## src/cbl_defs.svh

```systemverilog
// Bit positions and codes shared by the branch and load execution logic
`ifndef CBL_DEFS_SVH
`define CBL_DEFS_SVH

// Status register bit positions
`define CBL_FLAG_C 0
`define CBL_FLAG_Z 1
`define CBL_FLAG_N 2
`define CBL_FLAG_V 3
`define CBL_FLAG_S 4
`define CBL_FLAG_H 5
`define CBL_FLAG_T 6
`define CBL_FLAG_I 7

// Status register value after reset
`define CBL_FLAGS_RESET 8'h00

// Pointer pair select codes
`define CBL_PTR_X 2'h1
`define CBL_PTR_Y 2'h2
`define CBL_PTR_Z 2'h3

// Operation code bit that marks a conditional branch
`define CBL_OP_BRANCH_BIT 4

`endif

```

## src/cbl_pkg.sv

```systemverilog
// Types for the branch and load execution logic
package cbl_pkg;

    typedef enum logic [4:0] {
        CBL_NOP = 5'h00,
        CBL_COPY_REGISTER = 5'h01,
        CBL_COPY_REGISTER_PAIR = 5'h02,
        CBL_LOAD_CONSTANT = 5'h03,
        CBL_LOAD_INDIRECT = 5'h04,
        CBL_LOAD_POST_INC = 5'h05,
        CBL_LOAD_PRE_DEC = 5'h06,
        CBL_LOAD_OFFSET = 5'h07,
        CBL_BRANCH_ON_CARRY = 5'h10,
        CBL_BRANCH_NEGATIVE = 5'h11,
        CBL_BRANCH_POSITIVE = 5'h12,
        CBL_BRANCH_SIGNED_NOT_LESS = 5'h13,
        CBL_BRANCH_SIGNED_LESS = 5'h14,
        CBL_BRANCH_HALF_CARRY_SET = 5'h15,
        CBL_BRANCH_HALF_CARRY_CLEAR = 5'h16,
        CBL_BRANCH_TRANSFER_SET = 5'h17,
        CBL_BRANCH_TRANSFER_CLEAR = 5'h18,
        CBL_BRANCH_IRQ_ON = 5'h19,
        CBL_BRANCH_IRQ_OFF = 5'h1A
    } cbl_op_type;

    typedef enum logic [1:0] {
        CBL_ST_IDLE = 2'h0,
        CBL_ST_BRANCH = 2'h1,
        CBL_ST_LOAD = 2'h2
    } cbl_state_type;

endpackage

```

## src/cbl_br_if.sv

```systemverilog
// Carrier between the executor and its branch condition evaluator
`timescale 1ns/1ps
`default_nettype none
interface cbl_br_if;
    import cbl_pkg::*;
    logic clk;
    logic reset;
    logic [7:0] flags;
    cbl_op_type op;
    logic taken;
    modport exec (output clk, output reset, output flags, output op, input taken);
    modport cond (input clk, input reset, input flags, input op, output taken);
endinterface
`default_nettype wire

```

## src/cbl_cond.sv

```systemverilog
// Branch condition evaluator: decides from the status flags whether a branch jumps
`timescale 1ns/1ps
`default_nettype none
`include "cbl_defs.svh"
module cbl_cond
(
    cbl_br_if.cond br
);
    import cbl_pkg::*;

    wire logic f_c = br.flags[`CBL_FLAG_C];
    wire logic f_n = br.flags[`CBL_FLAG_N];
    wire logic f_v = br.flags[`CBL_FLAG_V];
    wire logic f_h = br.flags[`CBL_FLAG_H];
    wire logic f_t = br.flags[`CBL_FLAG_T];
    wire logic f_i = br.flags[`CBL_FLAG_I];
    wire logic signed_lt = f_n ^ f_v;

    // One condition per branch, indexed by the low bits of the branch code
    wire logic [10:0] cond_vec = {
        ~f_i,
        f_i,
        ~f_t,
        f_t,
        ~f_h,
        f_h,
        signed_lt,
        ~signed_lt,
        ~f_n,
        f_n,
        f_c
    };
    wire logic is_branch = br.op[`CBL_OP_BRANCH_BIT];
    wire logic [3:0] sel = br.op[3:0];

    assign br.taken = is_branch && (sel <= 4'hA) && cond_vec[sel];

    carry_cond_a: assert property (@(posedge br.clk) disable iff (br.reset)
        br.op == CBL_BRANCH_ON_CARRY |-> br.taken == br.flags[`CBL_FLAG_C])
        else $error("carry branch condition wrong");
    sign_cond_a: assert property (@(posedge br.clk) disable iff (br.reset)
        (br.op == CBL_BRANCH_NEGATIVE || br.op == CBL_BRANCH_POSITIVE)
        |-> br.taken == (br.flags[`CBL_FLAG_N] ^ (br.op == CBL_BRANCH_POSITIVE)))
        else $error("negative or positive branch condition wrong");
    not_less_a: assert property (@(posedge br.clk) disable iff (br.reset)
        br.op == CBL_BRANCH_SIGNED_NOT_LESS
        |-> br.taken == !(br.flags[`CBL_FLAG_N] ^ br.flags[`CBL_FLAG_V]))
        else $error("signed not-less condition wrong");
    less_cond_a: assert property (@(posedge br.clk) disable iff (br.reset)
        br.op == CBL_BRANCH_SIGNED_LESS
        |-> br.taken == (br.flags[`CBL_FLAG_N] ^ br.flags[`CBL_FLAG_V]))
        else $error("signed less condition wrong");
    half_set_a: assert property (@(posedge br.clk) disable iff (br.reset)
        br.op == CBL_BRANCH_HALF_CARRY_SET |-> br.taken == br.flags[`CBL_FLAG_H])
        else $error("half carry set condition wrong");
    half_clear_a: assert property (@(posedge br.clk) disable iff (br.reset)
        br.op == CBL_BRANCH_HALF_CARRY_CLEAR |-> br.taken == !br.flags[`CBL_FLAG_H])
        else $error("half carry clear condition wrong");
    transfer_set_a: assert property (@(posedge br.clk) disable iff (br.reset)
        br.op == CBL_BRANCH_TRANSFER_SET |-> br.taken == br.flags[`CBL_FLAG_T])
        else $error("transfer set condition wrong");
    transfer_clear_a: assert property (@(posedge br.clk) disable iff (br.reset)
        br.op == CBL_BRANCH_TRANSFER_CLEAR |-> br.taken == !br.flags[`CBL_FLAG_T])
        else $error("transfer clear condition wrong");
    irq_on_a: assert property (@(posedge br.clk) disable iff (br.reset)
        br.op == CBL_BRANCH_IRQ_ON |-> br.taken == br.flags[`CBL_FLAG_I])
        else $error("interrupts-on condition wrong");
    irq_off_a: assert property (@(posedge br.clk) disable iff (br.reset)
        br.op == CBL_BRANCH_IRQ_OFF |-> br.taken == !br.flags[`CBL_FLAG_I])
        else $error("interrupts-off condition wrong");

endmodule
`default_nettype wire

```

## src/cbl_exec.sv

```systemverilog
// Executor for conditional relative branches, register copies and indirect loads
`timescale 1ns/1ps
`default_nettype none
`include "cbl_defs.svh"
// Operation
// - Branch on carry jumps to pc plus offset plus one when carry is set.
// - Negative branch jumps when N is one; positive branch when N is zero.
// - Signed not-less branch jumps when N xor V is zero.
// - Signed less branch jumps when N xor V is one.
// - Half-carry-set branch jumps when H is one, else falls through.
// - Half-carry-clear branch jumps when H is zero, else falls through.
// - Transfer-set branch jumps when T is one, else falls through.
// - Transfer-clear branch jumps when T is zero, else falls through.
// - Interrupts-on branch jumps when the global enable is one.
// - Interrupts-off branch jumps when the global enable is zero.
// - Branches never change any status flag, taken or not.
// - Post-increment load reads at pointer, then pointer plus one; two cycles.
// - Pre-decrement load lowers pointer first, then reads there; two cycles.
// - Offset load reads pointer plus unsigned displacement, pointer kept; two cycles.
module cbl_exec
(
    input wire logic clk,
    input wire logic reset,
    input wire logic start,
    input wire cbl_pkg::cbl_op_type op,
    input wire logic [15:0] pc,
    input wire logic [6:0] offset,
    input wire logic [4:0] dest,
    input wire logic [15:0] src_data,
    input wire logic [7:0] imm,
    input wire logic [15:0] ptr,
    input wire logic [1:0] ptr_sel,
    input wire logic [5:0] disp,
    input wire logic [7:0] mem_rdata,
    input wire logic alu_flag_we,
    input wire logic [7:0] alu_flags,
    output logic ready,
    output logic done,
    output logic pc_load,
    output logic [15:0] pc_target,
    output logic rf_we,
    output logic rf_wide,
    output logic [4:0] rf_waddr,
    output logic [15:0] rf_wdata,
    output logic ptr_we,
    output logic [1:0] ptr_wsel,
    output logic [15:0] ptr_wdata,
    output logic mem_re,
    output logic [15:0] mem_addr,
    output logic [7:0] flags
);
    import cbl_pkg::*;

    cbl_state_type state_r;
    cbl_state_type state_nxt;
    logic done_r;
    logic pc_load_r;
    logic [15:0] pc_target_r;
    logic rf_we_r;
    logic rf_wide_r;
    logic [4:0] rf_waddr_r;
    logic [15:0] rf_wdata_r;
    logic ptr_we_r;
    logic [1:0] ptr_wsel_r;
    logic [15:0] ptr_wdata_r;
    logic mem_re_r;
    logic [15:0] mem_addr_r;
    logic [7:0] flags_r;

    cbl_br_if br ();
    cbl_cond u_cond (
        .br(br)
    );
    assign br.clk = clk;
    assign br.reset = reset;
    assign br.flags = flags_r;
    assign br.op = op;

    // Decode of the incoming operation
    wire logic accept = start && (state_r == CBL_ST_IDLE);
    wire logic is_branch = op[`CBL_OP_BRANCH_BIT];
    wire logic taken = br.taken;
    wire logic is_copy = (op == CBL_COPY_REGISTER) || (op == CBL_COPY_REGISTER_PAIR)
        || (op == CBL_LOAD_CONSTANT);
    wire logic is_load = (op == CBL_LOAD_INDIRECT) || (op == CBL_LOAD_POST_INC)
        || (op == CBL_LOAD_PRE_DEC) || (op == CBL_LOAD_OFFSET);
    wire logic ptr_changes = (op == CBL_LOAD_POST_INC) || (op == CBL_LOAD_PRE_DEC);

    // Target is relative to the branch's own address; offset is signed
    wire logic [15:0] offset_ext = {{9{offset[6]}}, offset};
    wire logic [15:0] target_calc = pc + offset_ext + 16'h0001;
    wire logic [15:0] ptr_inc = ptr + 16'h0001;
    wire logic [15:0] ptr_dec = ptr - 16'h0001;
    wire logic [15:0] ptr_disp = ptr + {10'h000, disp};
    wire logic [15:0] load_addr = (op == CBL_LOAD_PRE_DEC) ? ptr_dec :
                                  (op == CBL_LOAD_OFFSET) ? ptr_disp : ptr;
    wire logic [15:0] ptr_new = (op == CBL_LOAD_PRE_DEC) ? ptr_dec : ptr_inc;
    wire logic [15:0] copy_data = (op == CBL_LOAD_CONSTANT) ? {8'h00, imm} :
                                  (op == CBL_COPY_REGISTER) ? {8'h00, src_data[7:0]} : src_data;

    always_comb
    begin
        state_nxt = state_r;
        case (state_r)
            CBL_ST_IDLE:
            begin
                if (accept && is_branch && taken)
                begin
                    state_nxt = CBL_ST_BRANCH;
                end
                else if (accept && is_load)
                begin
                    state_nxt = CBL_ST_LOAD;
                end
            end
            CBL_ST_BRANCH:
            begin
                state_nxt = CBL_ST_IDLE;
            end
            CBL_ST_LOAD:
            begin
                state_nxt = CBL_ST_IDLE;
            end
            default:
            begin
                state_nxt = CBL_ST_IDLE;
            end
        endcase
    end

    always_ff @(posedge clk)
    begin
        if (reset)
        begin
            state_r <= CBL_ST_IDLE;
        end
        else
        begin
            state_r <= state_nxt;
        end
    end

    // Completion: untaken branch and copies end after one cycle, taken branch and loads after two; a no-op never signals done
    wire logic done_nxt = (accept && ((is_branch && !taken) || is_copy))
        || (state_r == CBL_ST_BRANCH) || (state_r == CBL_ST_LOAD);

    always_ff @(posedge clk)
    begin
        if (reset)
        begin
            done_r <= 1'b0;
            pc_load_r <= 1'b0;
            pc_target_r <= 16'h0000;
        end
        else
        begin
            done_r <= done_nxt;
            pc_load_r <= (state_r == CBL_ST_BRANCH);
            if (accept && is_branch)
            begin
                pc_target_r <= target_calc;
            end
        end
    end

    // Register file write: copies one cycle after accept, loads once memory data is back
    always_ff @(posedge clk)
    begin
        if (reset)
        begin
            rf_we_r <= 1'b0;
            rf_wide_r <= 1'b0;
            rf_waddr_r <= 5'h00;
            rf_wdata_r <= 16'h0000;
        end
        else
        begin
            rf_we_r <= (accept && is_copy) || (state_r == CBL_ST_LOAD);
            if (accept && (is_copy || is_load))
            begin
                rf_waddr_r <= dest;
                rf_wide_r <= (op == CBL_COPY_REGISTER_PAIR);
            end
            if (accept && is_copy)
            begin
                rf_wdata_r <= copy_data;
            end
            else if (state_r == CBL_ST_LOAD)
            begin
                rf_wdata_r <= {8'h00, mem_rdata};
            end
        end
    end

    // Memory read and pointer update issue in the first cycle of a load
    always_ff @(posedge clk)
    begin
        if (reset)
        begin
            mem_re_r <= 1'b0;
            mem_addr_r <= 16'h0000;
            ptr_we_r <= 1'b0;
            ptr_wsel_r <= 2'h0;
            ptr_wdata_r <= 16'h0000;
        end
        else
        begin
            mem_re_r <= accept && is_load;
            ptr_we_r <= accept && ptr_changes;
            if (accept && is_load)
            begin
                mem_addr_r <= load_addr;
                ptr_wsel_r <= ptr_sel;
                ptr_wdata_r <= ptr_new;
            end
        end
    end

    // Only the arithmetic unit writes flags; nothing executed here touches them
    always_ff @(posedge clk)
    begin
        if (reset)
        begin
            flags_r <= `CBL_FLAGS_RESET;
        end
        else if (alu_flag_we)
        begin
            flags_r <= alu_flags;
        end
    end

    assign ready = (state_r == CBL_ST_IDLE);
    assign done = done_r;
    assign pc_load = pc_load_r;
    assign pc_target = pc_target_r;
    assign rf_we = rf_we_r;
    assign rf_wide = rf_wide_r;
    assign rf_waddr = rf_waddr_r;
    assign rf_wdata = rf_wdata_r;
    assign ptr_we = ptr_we_r;
    assign ptr_wsel = ptr_wsel_r;
    assign ptr_wdata = ptr_wdata_r;
    assign mem_re = mem_re_r;
    assign mem_addr = mem_addr_r;
    assign flags = flags_r;

    flags_kept_a: assert property (@(posedge clk) disable iff (reset)
        !alu_flag_we |=> flags == $past(flags))
        else $error("flags changed without an arithmetic write");
    branch_untaken_a: assert property (@(posedge clk) disable iff (reset)
        accept && is_branch && !taken |=> done && !pc_load && ready)
        else $error("untaken branch not done in one cycle");
    branch_taken_a: assert property (@(posedge clk) disable iff (reset)
        accept && is_branch && taken
        |=> !done && !ready ##1 done && pc_load && pc_target == $past(target_calc, 2))
        else $error("taken branch target or timing wrong");
    copy_write_a: assert property (@(posedge clk) disable iff (reset)
        accept && is_copy |=> done && rf_we && rf_wdata == $past(copy_data))
        else $error("copy not written in one cycle");
    post_inc_a: assert property (@(posedge clk) disable iff (reset)
        accept && op == CBL_LOAD_POST_INC
        |=> mem_re && mem_addr == $past(ptr) && ptr_we && ptr_wdata == $past(ptr_inc))
        else $error("post-increment address or pointer wrong");
    pre_dec_a: assert property (@(posedge clk) disable iff (reset)
        accept && op == CBL_LOAD_PRE_DEC
        |=> mem_re && mem_addr == $past(ptr_dec) && ptr_wdata == mem_addr)
        else $error("pre-decrement address or pointer wrong");
    offset_load_a: assert property (@(posedge clk) disable iff (reset)
        accept && op == CBL_LOAD_OFFSET
        |=> mem_re && !ptr_we && mem_addr == $past(ptr_disp))
        else $error("offset load address wrong or pointer changed");
    plain_load_a: assert property (@(posedge clk) disable iff (reset)
        accept && op == CBL_LOAD_INDIRECT
        |=> !ptr_we && !done ##1 done && rf_we && rf_wdata[7:0] == $past(mem_rdata))
        else $error("plain load data or timing wrong");

endmodule
`default_nettype wire

```

## config.mk

```make
export PLATFORM = sky130hd
export DESIGN_NAME = cbl_exec
export DESIGN_NICKNAME = d
export VERILOG_FILES = /design/src/cbl_pkg.sv /design/src/cbl_br_if.sv /design/src/cbl_cond.sv /design/src/cbl_exec.sv
export VERILOG_INCLUDE_DIRS = /design/src /design/src/src
export SDC_FILE = /design/constraint.sdc
export NUM_CORES = 1
export LEC_CHECK = 0
export ABC_AREA = 1
export BUFFER_PORTS_ARGS = -buffer_cell sky130_fd_sc_hd__buf_2
export CAP_MARGIN = 5
export CORE_AREA = 2 2 137 139
export DETAILED_ROUTE_END_ITERATION = 8
export DIE_AREA = 0 0 139 141
export GPL_TIMING_DRIVEN = 0
export PLACE_DENSITY_LB_ADDON = 0.25
export RECOVER_POWER = 25
export SLEW_MARGIN = 20
export SYNTH_ARGS = -nofsm -noshare
export SYNTH_HDL_FRONTEND = slang
export SYNTH_SLANG_ARGS = --single-unit
```

## constraint.sdc

```tcl
create_clock -name clk -period 1.3 [get_ports clk]
set_input_delay 0 -clock clk [delete_from_list [all_inputs] [get_ports clk]]
set_output_delay 0 -clock clk [all_outputs]
set_load 0.02 [all_outputs]
```

## After elaboration in Yosys (flattened, before gate mapping)

Cells that the tools add are included.
W data, S select, Z words.

- $add $sub $neg: 5
- Magnitude comparators: 2
- Eq/ne operators: 9
- Muxes and demuxes: 11
- Bitwise logic cells: 7
- Reduce and logical (&&, ||, !) cells: 28

Operator list:

| cell | number |
|---|---|
| $mux W16 | 7 |
| $add A16 B1 Y16 const B | 2 |
| $eq A5 B3 Y1 const B | 4 |
| $add A16 B16 Y16 | 1 |
| $add A16 B6 Y16 | 1 |
| $sub A16 B1 Y16 const B | 1 |
| $logic_and A1 B1 Y1 | 11 |
| $logic_or A1 B1 Y1 | 11 |
| $eq A5 B2 Y1 const B | 2 |
| $not A1 Y1 | 6 |
| $eq A5 B1 Y1 const B | 1 |
| $lt A4 B5 Y1 const B | 1 |
| $bmux W1 S4 | 1 |
| $le A4 B4 Y1 const B | 1 |
| $reduce_bool A2 Y1 | 2 |
| $mux W1 | 3 |
| $reduce_or A3 Y1 | 1 |
| $eq A2 B1 Y1 const B | 1 |
| $eq A2 B2 Y1 const B | 1 |
| $logic_not A2 Y1 | 1 |
| $reduce_or A2 Y1 | 1 |
| $logic_not A1 Y1 | 1 |
| $xor A1 B1 Y1 | 1 |

- Register bits after elaboration: 87
- Input port bits: 101
- Output and inout port bits: 86
- Logic and storage cells: 77

## Depth between registers and ports, before layout

- Depth in word-level cells: 11
- Gate-level depth with buffers: 14
- Gate-level depth less buffers: 14

## By module

Synthesis repeated with hierarchy kept, for this count alone.

- Cells, all modules: 934
- Area, all modules: 5880.6 um2

By module, submodules not included:

| module | times used | cells each | area an instance (um2) | seq. area each (um2) |
|---|---|---|---|---|
| cbl_exec | 1 | 898 | 5731.7 | 1741.7 |
| cbl_cond | 1 | 36 | 148.9 | 0.0 |

## Worst setup path after synthesis

Ideal clock, no wire load.

- Kind: register -> register
- Start point: register state_r[0]
- End point: register rf_wdata_r[7], in the netlist rf_wdata[7]
- Setup time: 119 ps
- Data arrival time: 1484 ps
- Required time: 1181 ps
- Setup slack: -304 ps
- Cell stages (with the launch flop): 10
- Buffers on the path: 1
- Clock period less this slack: 1604 ps
- Cells stage by stage: dfxtp_1 > nor2_2 > nand2_2 > inv_2 > nand4_4 > o21ai_2 > inv_4 > buf_6 > a21oi_2 > a21oi_1

- Word-level cells in the longest chain between the ends: 4
- Elaborated cells between the ends (all ways): 6
- Classes of those cells: 1 x eq/ne; 1 x mux; 4 x reduce/logical

RTL lines:

| what | RTL line | source |
|---|---|---|
| start: declaration | cbl_exec.sv:54 | `cbl_state_type state_r;` |
| start signal: assignment | cbl_exec.sv:139 | `state_r <= state_nxt;` |
| $logic_not A2 Y1 (*) | n/a |  |
| via ready | cbl_exec.sv:37 | `output logic ready,` |
| $logic_and A1 B1 Y1 (*) | cbl_exec.sv:80 | `wire logic accept = start && (state_r == CBL_ST_IDLE);` |
| $logic_and A1 B1 Y1 (*) | cbl_exec.sv:184 | `if (accept && is_copy)` |
| $mux W16 / $reduce_bool A2 Y1 (equally long branches) | n/a |  |
| end signal: assignment | cbl_exec.sv:186 | `rf_wdata_r <= copy_data;` |
| end signal: assignment | cbl_exec.sv:190 | `rf_wdata_r <= {8'h00, mem_rdata};` |
| end: declaration | cbl_exec.sv:62 | `logic [15:0] rf_wdata_r;` |

The timed path passes the listed nets; every way through them passes the cells marked *.
A chain may end at the register's enable or synchronous reset.

## Final worst setup path

- Start point: register state_r[0]
- End point: register ptr_wdata_r[8], in the netlist ptr_wdata[8]

- Word-level cells in the longest chain between the ends: 3

RTL lines:

| what | RTL line | source |
|---|---|---|
| $logic_not A2 Y1 | cbl_exec.sv:80 |  |
| $logic_and A1 B1 Y1 | cbl_exec.sv:80 |  |
| $logic_and A1 B1 Y1 | cbl_exec.sv:210 | `if (accept && is_load)` |
| end signal: assignment | cbl_exec.sv:214 | `ptr_wdata_r <= ptr_new;` |
| end: declaration | cbl_exec.sv:65 | `logic [15:0] ptr_wdata_r;` |

Every way passes these cells.

==> results.md <==
* Num CTS Buffers at 9
* Post-synthesis cell count at 862
* Multi-input gate area in the final layout at 3410 sq um
* ANT cells at 0
* Leakage at 3.94 nW
* DRC violations left at 0
* Post-Syn Area per Cell at 6.43 sq um
* Synth area leaders: dfxtp_1, nand2_1, nor2_1, o21ai_0, a21oi_1
* I/O Buffers at 182
* Die height at 141 microns
* Number of synthesized flops with an enable pin at 0
* Delay-heaviest family, CP: simple AND/OR/NAND/NOR gates
* Setup Viol. Count Final at 71
* Layout Skew at 5.91 ps
* Max Root-Sink Buffers at 2
* Cell mode on critical path: nand2_1
* Setup TNS at -6600 ps
* Clk_lat worst skew at 350 ps
* Max stage delay on crit path at 360 ps
* Drt wl/cell at 14.4 microns
* First-pass GRT wire length at 30.6 mm
* Max Clk Rate at 0.681 GHz
* Status: finished, violations left
* Initial core utilization at 30.3%
* Tmin final at 1470 ps
* Main flop type after synthesis: dfxtp_1
* Worst EP required at 1550 ps
* Vias in the first global route at 5938
* Pwr Density at 910 nW/um^2
* Core Area at 18300 sq um
* Slew @ Worst Pin at 753 ps
* Pin count of the biggest net entering global routing at 17
* Layout cells sized above 1 at 25.0%
* Leading area contributor after synthesis: dfxtp_1
* Kind of critical path: flop to flop
* Chip width at 139 microns
* Worst slack, placed at -505 ps
* Synth Register Bits at 87
* Cell breakdown of the critical path: nor2_4 > nand2_4 > nor3_4 > buf_6 > buf_8 > nand2_1 > inv_2 > nand2_1 > nand2_1 > inv_1
* GPL Wtd Cong at 0.910
* Relative slew margins at 49.8%
* Post-Syn Area at 5540 sq um
* Row cnt at 50
* H-tree depth at 3
* Slowest-stage cell, CP: dfxtp_4
* Layout area overhead at 42.0%
* Crit path buf inv count at 4
* Cell with the most instances after synthesis: nand2_1
* Clk sinks at 87
* Total power at 7.16 mW
* DIE AREA at 19600 sq um
* Root Buffer: clkbuf_16
* IR drop worst, VDD at 560 uV
* Vias/cell at 4.80
* GRT Resource Usage Total at 19.4%
* Placed inst area at 6800 sq um
* MaxCap Viol Count at 0
* Fin area at 7870 sq um
* Nets@finish at 1244
* Final worst path period share at 113%
* Global route total overflow at 0
* Clock transition at path regs at 70 ps
* Unrepaired setup endpoints after global routing: true
* Final wirelength at 19.6 mm
* Synth top area share at 31.4%
* Violated checks: negative setup slack
* CTS tree: built
* Count of final hold-check violations at 0
* Fill cell count at 1905
* Final worst slack at -168 ps
* Sequential share of the synthesized area at 31.4%
* DRT Pass-1 Iters at 5
* YS warnings at 0
* Asr flop ratio synth at 0%
* Sequential cell area at 1750 sq um
* DR vias at 6512
* Worst hold path type: primary input to flop
* 1st-iter DRT viols at 400
* Antenna violations before repair at 1
* Most frequent cells after synthesis: nand2_1, nor2_1, inv_1
* Hpwl dp at 14.5 mm
* Worst Path Arrival at 1710 ps
* Max FO, Critical Path at 8
* Syn nets at 988
* Post-route ant nets at 0
* Startpoint types: flop
* Netlist cell types at 36
* IO Count at 187
* Final Slew Violations at 0
* Critical path endpoint category: flop
worst register-to-register path, stage by stage (launching register included):
cell and delay [ps]:
dfxtp_4 360, nor2_4 110, nand2_4 100, nor3_4 170, buf_6 200, buf_8 150
nand2_1 80, inv_2 60, nand2_1 50, nand2_1 60, inv_1 30
registers in the layout, indices dropped and copies added (netlist names), 2 cells and up:
| signal | cells |
|---|---|
| flags | 8 |
| ptr_wsel | 2 |
| rf_waddr | 5 |
| state_r | 2 |
| pc_target | 16 |
| rf_wdata | 16 |
| mem_addr | 16 |
| ptr_wdata | 16 |
report_power, final:
group	internal [mW]	switching, mW	total, mW
combinational	0.698	1.06	1.75
sequential	2.79	0.0757	2.86
clock	1.38	1.17	2.55
area by class of cell:
cell class	instances	share of cell area (%)
Buffer	31	2.82
Clock buffer	10	3.04
Clock inverter	6	0.652
Inverter	102	4.93
Multi-Input combinational cell	642	43.4
Sequential cell	87	22.2
Tap cell	234	3.72
Timing Repair Buffer	245	19.2
layout by cell type, fill, tap and decap left out, types with 6 or more instances in the layout:
cell	Yosys	layout
xor2_1	15	14
o21ai_2	1	9
nand4_1	8	8
nand3_1	72	71
a21oi_2	1	14
o21a_1	6	6
o21ai_0	82	62
inv_1	96	90
dlygate4sd3_1	0	43
ha_1	23	22
o211ai_1	15	15
buf_4	3	13
clkbuf_16	0	10
nand2_1	191	183
nand2_2	1	8
a21oi_1	77	64
inv_2	5	10
o21bai_1	6	6
dfxtp_1	87	84
o21ai_1	0	10
buf_2	14	169
buf_6	1	12
clkbuf_1	10	32
nor2_1	119	116
timing repair:
item | 4_1_cts | 5_1_grt
pin swaps | 8 | 12
gates resized for setup | 34 | 54
gates cloned | 2 | 1
hold endpoints to repair | 36 | 0
hold buffers | 43 | 0
buffers inserted | 11 | 6
setup endpoints to repair | 76 | 78
logic make-up after synthesis:
| kind of cell | after synthesis | share of synthesized area [%] |
|---|---|---|
| AOI/OAI and AO/OA | 192 | 18.9 |
| xor gates and xnor gates | 19 | 3.00 |
| adders and majority gates | 25 | 5.92 |
| buffers and inverters | 133 | 9.78 |
| DFF | 87 | 31.4 |
| and+or+nand+nor | 406 | 31.0 |
stage by stage:
stage,hold slack [ps],std cells,util [%]
2_1_floorplan,78.5,862,-
3_3_place_gp,224,1278,37.2
3_5_place_dp,227,1278,37.2
4_1_cts,5.57,1350,42.2
5_1_grt,33.4,1357,43.1
6_report,20.6,1357,43.1
final timing paths:
kind,slack (ps),from,end,cells after the start
setup / recovery,-170,state_r[0]$_SDFFE_PP0P_,ptr_wdata[8]$_SDFFE_PP0P_,10
hold / removal,20,op[3],state_r[0]$_SDFFE_PP0P_,4
setup reg to reg,-170,state_r[0]$_SDFFE_PP0P_,ptr_wdata[8]$_SDFFE_PP0P_,10
hold reg to reg,460,rf_wdata[11]$_SDFFE_PP0P_,rf_wdata[11]$_SDFFE_PP0P_,2
routing by layer:
layer  GRT usage, %  share of wire (%)  up-vias
li1               -                  -     3344
met1           24.7                 45     2945
met5              0              0.066        -
met3           4.45                5.5       20
met4           4.31                1.2        2
met2           33.6                 48      201
(Power assumes the default switching activity.)
